==> config.mk <==
export PLATFORM = sky130hd
export DESIGN_NAME = lur_regs
export DESIGN_NICKNAME = d
export VERILOG_FILES = /design/src/rtl/lur_regs.v
export VERILOG_INCLUDE_DIRS = /design/src /design/src/include
export SDC_FILE = /design/constraint.sdc
export NUM_CORES = 1
export LEC_CHECK = 0
export ABC_CLOCK_PERIOD_IN_PS = 11700
export BUFFER_PORTS_ARGS = -buffer_cell sky130_fd_sc_hd__buf_2
export CAP_MARGIN = 20
export CELL_PAD_IN_SITES_DETAIL_PLACEMENT = 1
export CELL_PAD_IN_SITES_GLOBAL_PLACEMENT = 2
export CORE_UTILIZATION = 29
export DETAILED_ROUTE_END_ITERATION = 8
export PLACE_DENSITY_LB_ADDON = 0.1
export SLEW_MARGIN = 40
export SYNTH_ARGS = -nofsm -noshare
export SYNTH_HDL_FRONTEND = slang
export SYNTH_SLANG_ARGS = --single-unit
==> constraint.sdc <==
create_clock -name mclk_i -period 11.7 [get_ports mclk_i]
set_input_delay 1.755 -clock mclk_i [delete_from_list [all_inputs] [get_ports mclk_i]]
set_output_delay 1.755 -clock mclk_i [all_outputs]
set_load 0.02 [all_outputs]
==> src/include/lur_defines.vh <==
// Register offsets, field positions, reset values and timing for the LIN/UART register bank
`ifndef LUR_DEFINES_VH
`define LUR_DEFINES_VH

// Register offsets on the local register port
`define LUR_ADDR_CTRL 4'h0
`define LUR_ADDR_STATUS 4'h1
`define LUR_ADDR_IRQ_EN 4'h2
`define LUR_ADDR_ERR 4'h3
`define LUR_ADDR_BTR 4'h4
`define LUR_ADDR_BRRL 4'h5
`define LUR_ADDR_BRRH 4'h6
`define LUR_ADDR_DLR 4'h7
`define LUR_ADDR_IDR 4'h8
`define LUR_ADDR_SEL 4'h9
`define LUR_ADDR_DAT 4'hA

// Control register fields
`define LUR_CTRL_LIN13 6
`define LUR_CTRL_ENA 3
`define LUR_CTRL_UART 2
`define LUR_CMD_ABORT 3'h0

// Status register fields
`define LUR_ST_BUSY 4
`define LUR_ST_ERR 3
`define LUR_ST_IDOK 2
`define LUR_ST_TXOK 1
`define LUR_ST_RXOK 0

// Bit timing register fields
`define LUR_BTR_RESYNC_DIS 7
`define LUR_BTR_RESET 8'h20
`define LUR_SPB_RESET 6'h20
`define LUR_SPB_MIN 6'h08

// Buffer select field
`define LUR_SEL_NO_AINC 3

// Length handling
`define LUR_LEN_MAX 4'h8
`define LUR_LEN_2 4'h2
`define LUR_LEN_4 4'h4
`define LUR_LEN_8 4'h8

// Reset value for plain registers
`define LUR_ZERO8 8'h00

`endif

==> src/rtl/lur_regs.v <==
// LIN/UART controller register bank with response buffer and baud sample divider
// How it works
// - Enable register holds four interrupt enables.
// - Error bit 7 flags an abort command.
// - Error bits 6..0 flag detected faults.
// - Error flags clear only with summary clear.
// - Bit timing bit 7 disables resync.
// - Samples per bit reset 32, 8..63.
// - Sample period is divider plus one clocks.
// - Transmit length upper nibble, clamped to 8.
// - Receive length lower nibble, clamped to 8.
// - UART mode ignores length, id, select.
// - Legacy id bits 5:4 encode length.
// - Legacy id bits 3:0 are identifier.
// - New version uses six-bit identifier.
// - Id parity bits read-only, reset zero.
// - Select bit 3 stops index auto-increment.
// - Index selects buffer byte for data port.
// - Data port is buffer or single register.
// - Data port write outgoing, read incoming.
// - Summary error is OR of errors.
// - Flags interrupt when enabled, write-one clears.
//
// Added by the designer: the address map and the address-and-strobe port.
`timescale 1ns/1ps
`include "lur_defines.vh"

module lur_regs (
    // Clock and reset
    input wire mclk_i,                 // 100 MHz I/O clock
    input wire rst_b_i,                // Asynchronous reset, active low

    // Software register port
    input wire [3:0] addr_i,           // Register address
    input wire [7:0] wdata_i,          // Write data
    input wire wr_i,                   // Write strobe
    input wire rd_i,                   // Read strobe
    output wire [7:0] rdata_o,         // Read data, cycle after read strobe

    // Controller state and event pulses, all on this clock
    input wire busy_i,                 // Controller busy
    input wire [2:0] id_status_i,      // Identifier status from controller
    input wire [6:0] err_evt_i,        // Fault pulses, bit 6 timeout .. bit 0 bit error
    input wire id_ok_evt_i,            // Identifier event pulse
    input wire tx_ok_evt_i,            // Transmit done pulse
    input wire rx_ok_evt_i,            // Receive done pulse
    input wire par_we_i,               // Load identifier parity
    input wire [1:0] par_i,            // Computed identifier parity

    // Response buffer link to the frame engine
    input wire rx_we_i,                // Received byte strobe
    input wire [2:0] rx_idx_i,         // Buffer slot of received byte
    input wire [7:0] rx_data_i,        // Received byte
    input wire [2:0] tx_idx_i,         // Buffer slot the transmitter reads
    output reg [7:0] tx_data_o,        // Byte at tx_idx_i, or UART outgoing byte
    output reg uart_tx_start_o,        // Pulse on UART data port write

    // Configuration towards the frame engine
    output wire lin13_o,               // Legacy protocol version selected
    output wire uart_mode_o,           // UART mode selected
    output wire enable_o,              // Controller enabled
    output wire [2:0] cmd_o,           // Command field
    output wire resync_disable_o,      // Bit resynchronisation disabled
    output wire [5:0] samples_per_bit_o, // Samples per bit, at least 8
    output wire [11:0] baud_divisor_o, // Baud divider value
    output reg sample_tick_o,          // One pulse per sample period
    output wire [3:0] tx_count_o,      // Response bytes to transmit
    output wire [3:0] rx_count_o,      // Response bytes to receive
    output wire [5:0] frame_id_o,      // Frame identifier
    output wire irq_o                  // Combined enabled status flags
);

    // Clamp a length nibble to the buffer size
    function [3:0] clamp8;
        input [3:0] len;
        begin
            clamp8 = (len > `LUR_LEN_MAX) ? `LUR_LEN_MAX : len;
        end
    endfunction

    // Address match against one register offset; used by strobes and index logic
    function reg_hit;
        input [3:0] addr;
        input [3:0] offset;
        begin
            reg_hit = (addr == offset);
        end
    endfunction

    // Reset synchroniser stages
    reg rst_s1_q;
    reg rst_n_q;

    // Software-visible registers and their next values
    reg [7:0] ctrl_q;
    reg [2:0] st_q;                    // id_ok, tx_ok, rx_ok
    reg [3:0] irq_en_q;
    reg [7:0] err_q;
    wire [7:0] err_d;
    reg resync_dis_q;
    reg [5:0] spb_q;
    reg [11:0] div_q;
    reg [7:0] dlr_q;
    reg [5:0] idr_q;
    reg [1:0] par_q;
    reg no_ainc_q;
    reg [2:0] idx_q;

    // Received byte for UART mode and the response buffer for LIN mode;
    // eight slots cover the longest response, so the index simply wraps
    reg [7:0] uart_rx_q;
    reg [7:0] buf_q [0:7];

    // Read path, divider count and decode helpers
    reg [7:0] rdata_q;
    reg [7:0] rd_mux;
    reg [11:0] div_cnt_q;
    reg [3:0] leg_len;
    reg [2:0] st_d;

    // Strobe decodes for registers with side effects
    wire wr_ctrl = wr_i & reg_hit(addr_i, `LUR_ADDR_CTRL);
    wire wr_st = wr_i & reg_hit(addr_i, `LUR_ADDR_STATUS);
    wire wr_sel = wr_i & reg_hit(addr_i, `LUR_ADDR_SEL);
    wire wr_dat = wr_i & reg_hit(addr_i, `LUR_ADDR_DAT);
    wire rd_dat = rd_i & reg_hit(addr_i, `LUR_ADDR_DAT);

    // Mode bits; UART mode takes precedence over the protocol version bit in the length and identifier outputs
    wire uart = ctrl_q[`LUR_CTRL_UART];
    wire lin13 = ctrl_q[`LUR_CTRL_LIN13];

    // Summary error and the four interrupt-capable flags
    wire err_sum = |err_q;
    wire [3:0] flags = {err_sum, st_q};

    // Abort taken from a command write that carries enable and the abort code
    // It only counts while a frame is in progress; an idle abort still writes the control register but sets no error flag
    wire abort_evt = wr_ctrl & wdata_i[`LUR_CTRL_ENA] & ~wdata_i[`LUR_CTRL_UART]
                     & (wdata_i[2:0] == `LUR_CMD_ABORT) & busy_i;

    // Summary clear by write-one, or by a UART data read
    wire err_clr = (wr_st & wdata_i[`LUR_ST_ERR]) | (uart & rd_dat);
    // Index advances only in LIN mode; UART mode ignores the buffer fields
    wire dat_access = (wr_dat | rd_dat) & ~uart;

    // Loop variable for the buffer reset
    integer i;

    // Reset release through two flops; assertion stays asynchronous
    // All other flops reset from the released copy, so none leaves reset on a skewed edge
    always @(posedge mclk_i or negedge rst_b_i) begin
        if (!rst_b_i) begin
            rst_s1_q <= 1'b0;
            rst_n_q <= 1'b0;
        end else begin
            rst_s1_q <= 1'b1;
            rst_n_q <= rst_s1_q;
        end
    end

    // Fault sources in flag order: abort on top, line faults below
    wire [7:0] err_set = {abort_evt, err_evt_i};

    // Error flags, one per bit. A fault in the cycle of a clear survives the clear,
    // so software never loses an error that arrives while it is clearing.
    genvar g;
    generate
        for (g = 0; g < 8; g = g + 1) begin : g_err_flag
            assign err_d[g] = err_set[g] | (err_q[g] & ~err_clr);
        end
    endgenerate

    // Status flags: write-one clears, set wins; UART data access also clears
    // Only the event flags live here; the summary error derives from the error flags
    always @* begin
        st_d = st_q;
        if (wr_st) begin
            st_d = st_d & ~wdata_i[2:0];
        end
        if (uart & wr_dat) begin
            st_d[`LUR_ST_TXOK] = 1'b0;
        end
        if (uart & rd_dat) begin
            st_d[`LUR_ST_RXOK] = 1'b0;
        end
        st_d = st_d | {id_ok_evt_i, tx_ok_evt_i, rx_ok_evt_i};
    end

    // Software registers and event flags
    always @(posedge mclk_i or negedge rst_n_q) begin
        if (!rst_n_q) begin
            ctrl_q <= `LUR_ZERO8;
            st_q <= 3'h0;
            irq_en_q <= 4'h0;
            err_q <= `LUR_ZERO8;
            resync_dis_q <= 1'b0;
            spb_q <= `LUR_SPB_RESET;
            div_q <= 12'h000;
            dlr_q <= `LUR_ZERO8;
            idr_q <= 6'h00;
            par_q <= 2'h0;
            no_ainc_q <= 1'b0;
            uart_tx_start_o <= 1'b0;
        end else begin
            err_q <= err_d;
            st_q <= st_d;
            uart_tx_start_o <= uart & wr_dat;
            // Parity comes from the frame engine; software cannot write it
            if (par_we_i) begin
                par_q <= par_i;
            end
            if (wr_i) begin
                case (addr_i)
                    `LUR_ADDR_CTRL: begin
                        ctrl_q <= wdata_i;
                    end
                    `LUR_ADDR_IRQ_EN: begin
                        irq_en_q <= wdata_i[3:0];
                    end
                    `LUR_ADDR_BTR: begin
                        resync_dis_q <= wdata_i[`LUR_BTR_RESYNC_DIS];
                        spb_q <= wdata_i[5:0];
                    end
                    `LUR_ADDR_BRRL: begin
                        div_q[7:0] <= wdata_i;
                    end
                    `LUR_ADDR_BRRH: begin
                        div_q[11:8] <= wdata_i[3:0];
                    end
                    `LUR_ADDR_DLR: begin
                        dlr_q <= wdata_i;
                    end
                    `LUR_ADDR_IDR: begin
                        idr_q <= wdata_i[5:0];
                    end
                    `LUR_ADDR_SEL: begin
                        no_ainc_q <= wdata_i[`LUR_SEL_NO_AINC];
                    end
                    default: begin
                        // Error, status and unmapped offsets hold no stored field here
                    end
                endcase
            end
        end
    end

    // Buffer index: set by select write, advanced by data port access.
    // A select write and a data access never share a cycle, as strobes are exclusive.
    always @(posedge mclk_i or negedge rst_n_q) begin
        if (!rst_n_q) begin
            idx_q <= 3'h0;
        end else if (wr_sel) begin
            idx_q <= wdata_i[2:0];
        end else if (dat_access & ~no_ainc_q) begin
            idx_q <= idx_q + 3'h1;
        end
    end

    // Response buffer: software writes first, the receiver fills slots too.
    // A receive strobe on the slot software writes in that cycle wins, as bus data is newer.
    always @(posedge mclk_i or negedge rst_n_q) begin
        if (!rst_n_q) begin
            for (i = 0; i < 8; i = i + 1) begin
                buf_q[i] <= `LUR_ZERO8;
            end
            uart_rx_q <= `LUR_ZERO8;
        end else begin
            if (wr_dat & ~uart) begin
                buf_q[idx_q] <= wdata_i;
            end
            if (rx_we_i & ~uart) begin
                buf_q[rx_idx_i] <= rx_data_i;
            end
            if (rx_we_i & uart) begin
                uart_rx_q <= rx_data_i;
            end
        end
    end

    // Outgoing byte: buffer slot in LIN mode, last written byte in UART mode
    // The LIN copy lags tx_idx_i by one cycle; the frame engine allows for that
    always @(posedge mclk_i or negedge rst_n_q) begin
        if (!rst_n_q) begin
            tx_data_o <= `LUR_ZERO8;
        end else if (uart) begin
            if (wr_dat) begin
                tx_data_o <= wdata_i;
            end
        end else begin
            tx_data_o <= buf_q[tx_idx_i];
        end
    end

    // Sample divider: a tick every div+1 clocks, held idle while disabled.
    // The compare is >= so a smaller divisor written mid-count restarts at once
    // instead of running the counter round through its full range.
    always @(posedge mclk_i or negedge rst_n_q) begin
        if (!rst_n_q) begin
            div_cnt_q <= 12'h000;
            sample_tick_o <= 1'b0;
        end else if (!ctrl_q[`LUR_CTRL_ENA]) begin
            div_cnt_q <= 12'h000;
            sample_tick_o <= 1'b0;
        end else if (div_cnt_q >= div_q) begin
            div_cnt_q <= 12'h000;
            sample_tick_o <= 1'b1;
        end else begin
            div_cnt_q <= div_cnt_q + 12'h001;
            sample_tick_o <= 1'b0;
        end
    end

    // Legacy length code decode
    // Codes 00 and 01 both mean two bytes, so only the upper codes are listed
    always @* begin
        case (idr_q[5:4])
            2'b10: leg_len = `LUR_LEN_4;
            2'b11: leg_len = `LUR_LEN_8;
            default: leg_len = `LUR_LEN_2;
        endcase
    end

    // Read multiplexer; reserved bits read zero
    // Status bits 7:4 are live levels from the engine, not stored copies
    always @* begin
        case (addr_i)
            `LUR_ADDR_CTRL: rd_mux = ctrl_q;
            `LUR_ADDR_STATUS: rd_mux = {id_status_i, busy_i, flags};
            `LUR_ADDR_IRQ_EN: rd_mux = {4'h0, irq_en_q};
            `LUR_ADDR_ERR: rd_mux = err_q;
            `LUR_ADDR_BTR: rd_mux = {resync_dis_q, 1'b0, spb_q};
            `LUR_ADDR_BRRL: rd_mux = div_q[7:0];
            `LUR_ADDR_BRRH: rd_mux = {4'h0, div_q[11:8]};
            `LUR_ADDR_DLR: rd_mux = dlr_q;
            `LUR_ADDR_IDR: rd_mux = {par_q, idr_q};
            `LUR_ADDR_SEL: rd_mux = {4'h0, no_ainc_q, idx_q};
            `LUR_ADDR_DAT: rd_mux = uart ? uart_rx_q : buf_q[idx_q];
            default: rd_mux = `LUR_ZERO8;
        endcase
    end

    // Read data stands only in the cycle after the strobe.
    // Returning zero otherwise keeps a stale byte from looking like a fresh read.
    always @(posedge mclk_i or negedge rst_n_q) begin
        if (!rst_n_q) begin
            rdata_q <= `LUR_ZERO8;
        end else if (rd_i) begin
            rdata_q <= rd_mux;
        end else begin
            rdata_q <= `LUR_ZERO8;
        end
    end

    // Read data and the masked interrupt request
    assign rdata_o = rdata_q;
    assign irq_o = |(flags & irq_en_q);

    // Configuration fields straight from the registers
    assign lin13_o = lin13;
    assign uart_mode_o = uart;
    assign enable_o = ctrl_q[`LUR_CTRL_ENA];
    assign cmd_o = ctrl_q[2:0];
    assign resync_disable_o = resync_dis_q;
    // Values below the usable minimum are raised to it
    assign samples_per_bit_o = (spb_q < `LUR_SPB_MIN) ? `LUR_SPB_MIN : spb_q;
    assign baud_divisor_o = div_q;
    // Lengths matter only in LIN mode; legacy version takes length from the id
    // The clamp keeps a count above eight from running past the buffer
    assign tx_count_o = uart ? 4'h0 : (lin13 ? leg_len : clamp8(dlr_q[7:4]));
    assign rx_count_o = uart ? 4'h0 : (lin13 ? leg_len : clamp8(dlr_q[3:0]));
    // The legacy identifier is four bits; the register's upper two bits carry the length
    assign frame_id_o = uart ? 6'h00 : (lin13 ? {2'b00, idr_q[3:0]} : idr_q);

endmodule // lur_regs
==> After elaboration in Yosys (flattened, before gate mapping) <==
Cells that the tools add are included.
{ "word_totals": {"reg_bits": 166, "inputBits": 48, "output_inout_bits": 58, "wordCells": 152} }
{ "op_classes": {"n_eq_ne": 13, "n_addsub": 2, "reduce_logical": 15, "n_lt_le_gt_ge": 9, "n_bitwise": 46, "mux": 38} }
{ "op_table": {"columns": ["op", "count"], "rows": [
  ["bitwise mux 64 bit", 2],
  ["two-way mux 64 bit", 2],
  ["case mux 8 bit (11 select lines)", 1],
  ["two-way mux 8 bit", 10],
  ["binary-select mux 8 bit (select 3 bit)", 2],
  ["demux 8 bit (select 3 bit)", 2],
  ["bitwise AND 1 bit", 25],
  ["two-way mux 12 bit", 2],
  ["two-way mux 4 bit", 6],
  ["two-way mux 6 bit", 3],
  ["== test 4 x 3 -> 1 bit, second input constant", 4],
  ["AND reduction 2 bit", 8],
  ["adder 12 x 1 -> 12 bit, second input constant", 1],
  ["== test 4 bit, second input constant", 3],
  [">= comparator 12 bit", 1],
  [">= comparator 4 bit, second input constant", 3],
  ["NOT 3 -> 4 bit", 3],
  ["bitwise OR 1 bit", 10],
  ["two-way mux 3 bit", 3],
  ["== test 4 x 2 -> 1 bit, second input constant", 2],
  ["greater-than comparator 4 bit, second input constant", 2],
  ["less-than comparator 4 x 1 -> 1 bit, second input constant", 2],
  ["case mux 4 bit (2 select lines)", 1],
  ["OR reduction 8 bit", 1],
  ["other kinds (16)", 24]
]} }

==> Longest topological paths before layout <==
Gate-level depths: netlist of the first run.
{ "logic_depth": {"depth_word": 9, "ltp_mapped": 8, "mapped_depth_nobuf": 7} }

==> Worst setup path before layout of the first run <==
OpenSTA, ideal clock, no wires.
{ "synth_path": {"path_kind": "register -> output", "startpoint": "register ctrl_q[2]", "endpoint": "output rx_count_o[0]", "stages_incl_launch_ff": 5, "arrival_time_ns": 1.833, "setup_slack_ns": 8.112, "required_ns": 9.945, "path_cell_list": "dfrtp_1 buf_2 buf_1 clkbuf_1 nor4b_1"} }
{ "synth_between": {"elab_chain_cells": 1} }
{ "synth_lines": {"columns": ["item", "line_no", "text"], "rows": [
  ["from (decl)", "lur_regs.v:95", "reg [7:0] ctrl_q;"],
  ["from (signal assigned)", "lur_regs.v:192", "ctrl_q <= `LUR_ZERO8;"],
  ["from (signal assigned)", "lur_regs.v:215", "ctrl_q <= wdata_i;"],
  ["two-way mux 4 bit", "lur_regs.v:370", "assign rx_count_o = uart ? 4'h0 : (lin13 ? leg_len : clamp8(dlr_q[3:0]));"],
  ["to (decl)", "lur_regs.v:68", "output wire [3:0] rx_count_o,"]
]} }
No other way between the ends.

==> Worst setup path in the final report of the first run <==
{ "layout_path": {"startpoint": "input addr_i[1]", "endpoint": "register buf_q[32] (netlist name)"} }
{ "layout_between": {"elab_chain_cells": 6} }
{ "layout_lines": {"columns": ["item", "line_no", "text"], "rows": [
  ["from (decl)", "lur_regs.v:34", "input wire [3:0] addr_i,"],
  ["== test 4 bit *", "lur_regs.v:86", "reg_hit = (addr == offset);"],
  ["bitwise AND 1 bit *", "lur_regs.v:125", "wire wr_dat = wr_i & reg_hit(addr_i, `LUR_ADDR_DAT);"],
  ["bitwise AND 1 bit *", "lur_regs.v:268", "if (wr_dat & ~uart) begin"],
  ["two-way mux 64 bit *", "lur_regs.v:268", null],
  ["bitwise mux 64 bit", "lur_regs.v:272", "buf_q[rx_idx_i] <= rx_data_i;"],
  ["two-way mux 64 bit *", "lur_regs.v:271", "if (rx_we_i & ~uart) begin"],
  ["to (signal, indexed assignment)", "lur_regs.v:264", "buf_q[i] <= `LUR_ZERO8;"],
  ["to (signal, indexed assignment)", "lur_regs.v:269", "buf_q[idx_q] <= wdata_i;"],
  ["to (signal, indexed assignment)", "lur_regs.v:272", null],
  ["to (decl)", "lur_regs.v:112", "reg [7:0] buf_q [0:7];"]
]} }
Mark *: on every way between the ends. The rest lies on a longest branch, timed or not.
A chain may end at the register's enable or synchronous reset.

==> run_results.csv, run 1 <==
group,metric,value,unit
finish,multi_input_area,4890,um2
die,num_rows,65,
placement,dp_hpwl,24600,um
pwr,p_switching,782,uW
critical_path,critPathKind,"in2reg",
die,start_util,29.5,%
route,drt-wirelength-per-cell,24.8,um
yosys,ys.flop_type,"dfrtp_1",
pwr,comb_power_share,30.2,%
sta,finalHoldViolations,0,
critical_path,crit_path_end_kind,"flop",
pwr,powerDensity,193,nW/um2
die,io_pins,106,
die,chipHeight,182,um
clocking,clk_path_buf_depth,2,
critical_path,cp_max_fo,29,
sta,worst-slew-pin-transition,0.787,ns
pwr,irDropWorstVdd,0.102,mV
grt,grt_max_degree,67,
run_status,status,"completed",
finish,insertedDiodeCount,0,
grt,antenna_found_initial,1,
sta,setup_viol,0,
flow_run,maxCapViolCount,0,
finish,final_cell_mix,"163 x dfrtp_1, 109 x nand2_1, 107 x buf_2",
yosys,synth_edf_count,0,
pwr,leakage,4.80,nW
die,die_x,182,um
critical_path,arrival,3.99,ns
sta,fin_skew,0.0145,ns
pwr,pwr-share-clk,29.0,%
yosys,synth.avg_cell_area,10.3,um2
sta,slew_violations,0,
yosys,syn_area,9350,um2
finish,final_common_cell,"dfrtp_1",
finish,layout.nets,1037,
finish,finalNonFillerCells,1390,
route,wirelength,34400,um
pwr,power.internal,1.33,mW
yosys,yosysUniqueCellTypes,61,
sta,rsz0062_at_grt,"false",
yosys,async_flop_share,100,%
critical_path,rrSetupSlack,8.82,ns
finish,regArea,4160,um2
clocking,cts_tree,"built",
placement,port_buffers,105,
grt,grt_pass1_vias,7911,
route,post_drt_via_cell_ratio,5.40,
route,first_pass_iters,6,
grt,grt.total_usage,21.7,%
pwr,seq_power_share,40.8,%
route,drtIter0Drc,544,
die,design.core.area,31600,um2
yosys,synth_nets,971,
finish,area_growth,16.9,%
critical_path,required,11.98,ns
yosys,yosys_warnings,0,
yosys,synth-seq-area-share,44.5,%
pwr,swShare,37.1,%
clocking,clock-sinks,166,
clocking,h-tree-depth,4,
route,vias,7504,
sta,max_freq,269,MHz
critical_path,cp-start-kind,"primary input",
placement,dp.cells,1357,
yosys,synth-seq-cells,166,
finish,fillers,3537,
sta,fin_crit_sh,31.7,%
grt,grt_overflow,0,
hold_path,hp-class,"reg2async",
clocking,root_buffer,"clkbuf_16",
yosys,synth_cells,909,
sta,period_minus_slack,3.71,ns
clocking,path_clk_slew,0.08,ns
clocking,worst_skew_pair.late_latency,0.44,ns
clocking,ctsResizeCount,0,
grt,grt_pass1_wl,52900,um
clocking,cts_made_buffers,17,
clocking,cts_setup_buffers,0,
die,die_area,33000,um2
route,drtAntennaViolNets,0,
clocking,cts_hold_buf,0,
placement,place.gp.congestion,0.762,
route,drc,0,
finish,drive_above_1_share,25.7,%
sta,maxSlewHeadroom,47.2,%
sta,tns,0,ns
[cells in the mapped netlist, types with 8 or more instances]
cell	number	area (um2)
nor2_1	31	116
buf_2	23	115
a21oi_1	36	180
a21o_1	15	113
mux4_2	21	473
nor3_1	8	40.0
nor3b_1	9	67.6
clkbuf_1	45	169
o21ai_0	83	415
and3_1	9	56.3
dfrtp_1	165	4130
o21ai_1	8	40.0
mux2i_1	89	891
nand2b_1	8	50.1
ha_1	14	175
mux2_2	56	631
nor2b_1	27	169
nand2_1	109	409
nand3_1	16	80.1
a211oi_1	10	75.1
a221oi_1	9	78.8
inv_1	16	60.1
[worst max-delay path, stage by stage]
cell and delay, ns:
buf_2 0.47, and3b_1 0.36, nand2_2 0.16, nand4bb_1 0.75, mux2i_1 0.35, o21ai_0 0.11
[cell type report]
| type | count | share of cell area, % |
|---|---|---|
| Clock inverter | 15 | 1.75 |
| Clock buffer | 17 | 3.89 |
| Multi-Input combinational cell | 648 | 44.7 |
| Sequential cell | 166 | 38.1 |
| Tap cell | 402 | 4.60 |
| Timing Repair Buffer | 125 | 6.39 |
| Inverter | 17 | 0.584 |
[routing by layer]
metal	vias to the layer above	track usage (%)	part of all wire (%)
li1	3422	-	-
met1	3931	31.3	49
met2	131	34.4	46
met3	20	3.33	3.3
met4	0	4.03	0.86
met5	-	0	0
[kinds of logic (layout without fill, tap and decap cells)]
| family | count (synthesis) | count (layout) | synth area share [%] |
|---|---|---|---|
| buffers and inverters | 95 | 174 | 4.24 |
| adders and majority gates | 14 | 14 | 1.87 |
| AOI/OAI and AO/OA | 204 | 204 | 13.4 |
| muxes | 166 | 166 | 21.3 |
| and+or+nand+nor | 251 | 251 | 13.5 |
| xor gates and xnor gates | 12 | 12 | 1.12 |
| DFF | 166 | 166 | 44.5 |
| other | 1 | 1 | 0.0401 |
[flip-flops by register name (all words and copies together) (netlist names), 2 cells and up]
signal and count:
buf_q 64, baud_divisor_o 12, div_cnt_q 12, ctrl_q 8, dlr_q 8, err_q 8
rdata_o 8, tx_data_o 8, uart_rx_q 8, idr_q 6, spb_q 6, irq_en_q 4
idx_q 3, st_q 3, par_q 2
[path summary, 6_finish.rpt]
kind,to,cells past startpoint,start
setup / recovery,buf_q[32]$_DFF_PN0_,6,addr_i[1]
hold / removal,rdata_o[4]$_DFF_PN0_,0,rst_n_q$_DFF_PN0_
setup reg to reg,buf_q[32]$_DFF_PN0_,6,ctrl_q[2]$_DFFE_PN0N_
hold reg to reg,rdata_o[4]$_DFF_PN0_,0,rst_n_q$_DFF_PN0_
max in group asynchronous,buf_q[52]$_DFF_PN0_,1,rst_n_q$_DFF_PN0_
min in group mclk_i,rst_n_q$_DFF_PN0_,0,rst_s1_q$_DFF_PN0_
[through the flow]
step / hold WS, ns / area [um2] / utilization [%] / worst slack [ns] / power (mW)
5_1_grt: 0.341 / 10900 / 34.5 / 7.82 / 2.23
2_1_floorplan: 0.331 / 9350 / - / 6.73 / 1.26
4_1_cts: 0.313 / 10900 / 34.5 / 7.98 / 2.13
6_report: 0.287 / 10900 / 34.5 / 7.99 / 2.11
3_5_place_dp: 0.304 / 10300 / 32.6 / 7.52 / 1.52
3_3_place_gp: 0.334 / 10200 / 32.2 / 7.55 / 1.50
[power groups by stage]
| stage | registers [mW] | logic (mW) | clock network [mW] |
|---|---|---|---|
| final | 0.860 | 0.637 | 0.611 |
| after detailed placement | 0.871 | 0.645 | 0 |
| after floorplan | 0.833 | 0.430 | 0 |
| after CTS | 0.861 | 0.645 | 0.627 |
| after global routing | 0.881 | 0.703 | 0.647 |
| after global placement | 0.871 | 0.626 | 0 |
(Power assumes the default switching activity.)
==> run 2: changes to the inputs <==
Settings changed: ABC_CLOCK_PERIOD_IN_PS 11700 to 3900.
Clock period 11.7 ns to 3.9 ns, I/O delays scaled along.
==> run 2 against run 1 <==
  * Die area unchanged
  * Worst setup slack got worse by 6.6 ns
  * Cell count is 0.50% higher
  * Routed wire length is 0.74% higher
  * Utilization about the same
  * Clock power rose to 2.9 times the previous value
  * Combinational power grew to 3.0 times the previous value
  * Critical path type is now reg2out
==> run_results.csv, run 2 (synthesized netlist as in run 1, its figures left out) <==
group,metric,value,unit
run_status,status,"completed",
clocking,clk_path_buf_depth,2,
hold_path,hp-class,"in2reg",
clocking,path_clk_slew,0.08,ns
die,chipHeight,182,um
finish,largest-register,"buf_q",
route,drtIter0Drc,494,
finish,layout.nets,1044,
route,post_drt_via_cell_ratio,5.35,
placement,place.gp.congestion,0.774,
pwr,pwr-share-clk,28.4,%
critical_path,crit_path_end_kind,"output pin",
pwr,power.internal,3.88,mW
finish,insertedDiodeCount,0,
grt,grt_pass1_vias,7886,
placement,dp_hpwl,24600,um
grt,grt_max_degree,50,
critical_path,cp-start-kind,"flop",
placement,port_buffers,105,
sta,hold_ws,0.323,ns
grt,grt.total_usage,22.0,%
sta,period_minus_slack,2.53,ns
finish,final_cell_mix,"163 x dfrtp_1, 109 x nand2_1, 107 x buf_2",
die,die_x,182,um
sta,finalHoldViolations,0,
pwr,irDropWorstVdd,0.311,mV
pwr,leakage,4.81,nW
die,start_util,29.5,%
route,vias,7473,
pwr,seq_power_share,41.1,%
clocking,ctsResizeCount,0,
grt,grt_pass1_wl,53000,um
route,drt-wirelength-per-cell,24.8,um
clocking,root_buffer,"clkbuf_16",
clocking,worst_skew_pair.late_latency,0.45,ns
clocking,cts_hold_buf,1,
clocking,cts_made_buffers,17,
finish,largest_reg_flops,64,
finish,drive_above_1_share,25.9,%
finish,final_common_cell,"dfrtp_1",
pwr,p_switching,2.41,mW
clocking,cts_setup_buffers,0,
route,drtAntennaViolNets,0,
critical_path,arrival,1.94,ns
sta,maxSlewHeadroom,40.7,%
die,design.core.area,31600,um2
sta,rsz0062_at_grt,"false",
pwr,swShare,38.3,%
finish,area_growth,16.8,%
clocking,h-tree-depth,4,
critical_path,cp_max_fo,37,
clocking,clock-sinks,166,
sta,fin_crit_sh,64.9,%
grt,grt_overflow,0,
flow_run,maxCapViolCount,0,
critical_path,critPathKind,"reg2out",
route,drc,0,
route,first_pass_iters,4,
sta,slew_violations,0,
route,wirelength,34700,um
sta,setup_viol,0,
finish,utilization,34.5,%
die,die_area,33000,um2
sta,max_freq,395,MHz
critical_path,required,3.31,ns
die,io_pins,106,
grt,antenna_found_initial,2,
clocking,cts_tree,"built",
sta,fin_skew,0.0193,ns
pwr,comb_power_share,30.5,%
sta,tns,0,ns
die,num_rows,65,
pwr,powerDensity,576,nW/um2
sta,worst-slew-pin-transition,0.882,ns
## run 2: cell types whose count changed in the layout (fill, tap and decap cells not counted), moves of 2 or more
| cell | delta |
|---|---|
| buf_6 | -4 |
| inv_8 | +3 |
| bufinv_16 | -2 |
| clkinv_2 | -2 |
| clkinv_8 | +2 |
| buf_4 | +11 |
## run 2: power groups by stage
stage / clock [mW] / combinational, mW / sequential [mW]
global placement: 0 / 1.89 / 2.62
detailed placement: 0 / 1.93 / 2.62
CTS: 1.84 / 1.93 / 2.59
floorplan: 0 / 1.29 / 2.50
finish: 1.79 / 1.92 / 2.59
global route: 1.90 / 2.11 / 2.65
## run 2: per-stage QoR
stage	instance area (um2)	total power [mW]	setup WS [ns]	instances
floorplan	9350	3.79	1.16	909
global placement	10300	4.52	1.09	1362
detailed placement	10300	4.54	1.04	1364
CTS	10900	6.36	1.38	1397
global route	10900	6.67	1.30	1397
finish	10900	6.29	1.37	1397
## run 2: critical path: stages (launching register included)
cell     delay (ns)
dfrtp_2        0.53
buf_4          0.33
nor4b_1        0.40
buf_2          0.23
## run 2: per-layer routing
metal	GRT usage (%)	vias up	share of wire, %	wire length [um]
met1	32.2	3858	50	17400
met5	0	-	0	0
met3	3.21	27	3.3	1140
met4	4.54	0	1.2	411
li1	-	3438	-	-
met2	34.2	150	45	15700
## run 2: cell type report
class	instances	area (um2)
inverters	17	63.8
clock buffers	17	425
repair buffers	132	726
multi-input cells	648	4860
fillers	3548	20700
well taps	402	503
clock inverters	15	180
flip-flops and latches	166	4160
## run 2: worst paths after layout
check	start	end	slack, ns	depth (start not counted)
worst min register to register	rst_s1_q$_DFF_PN0_	rst_n_q$_DFF_PN0_	0.35	0
max in group asynchronous	rst_n_q$_DFF_PN0_	buf_q[5]$_DFF_PN0_	2.49	1
worst min-delay path	err_evt_i[4]	err_q[4]$_DFF_PN0_	0.32	2
worst max-delay path	ctrl_q[2]$_DFFE_PN0N_	tx_count_o[0]	1.37	3
worst max register to register	ctrl_q[2]$_DFFE_PN0N_	buf_q[34]$_DFF_PN0_	1.53	5
min in group asynchronous	rst_n_q$_DFF_PN0_	rdata_o[2]$_DFF_PN0_	0.38	0
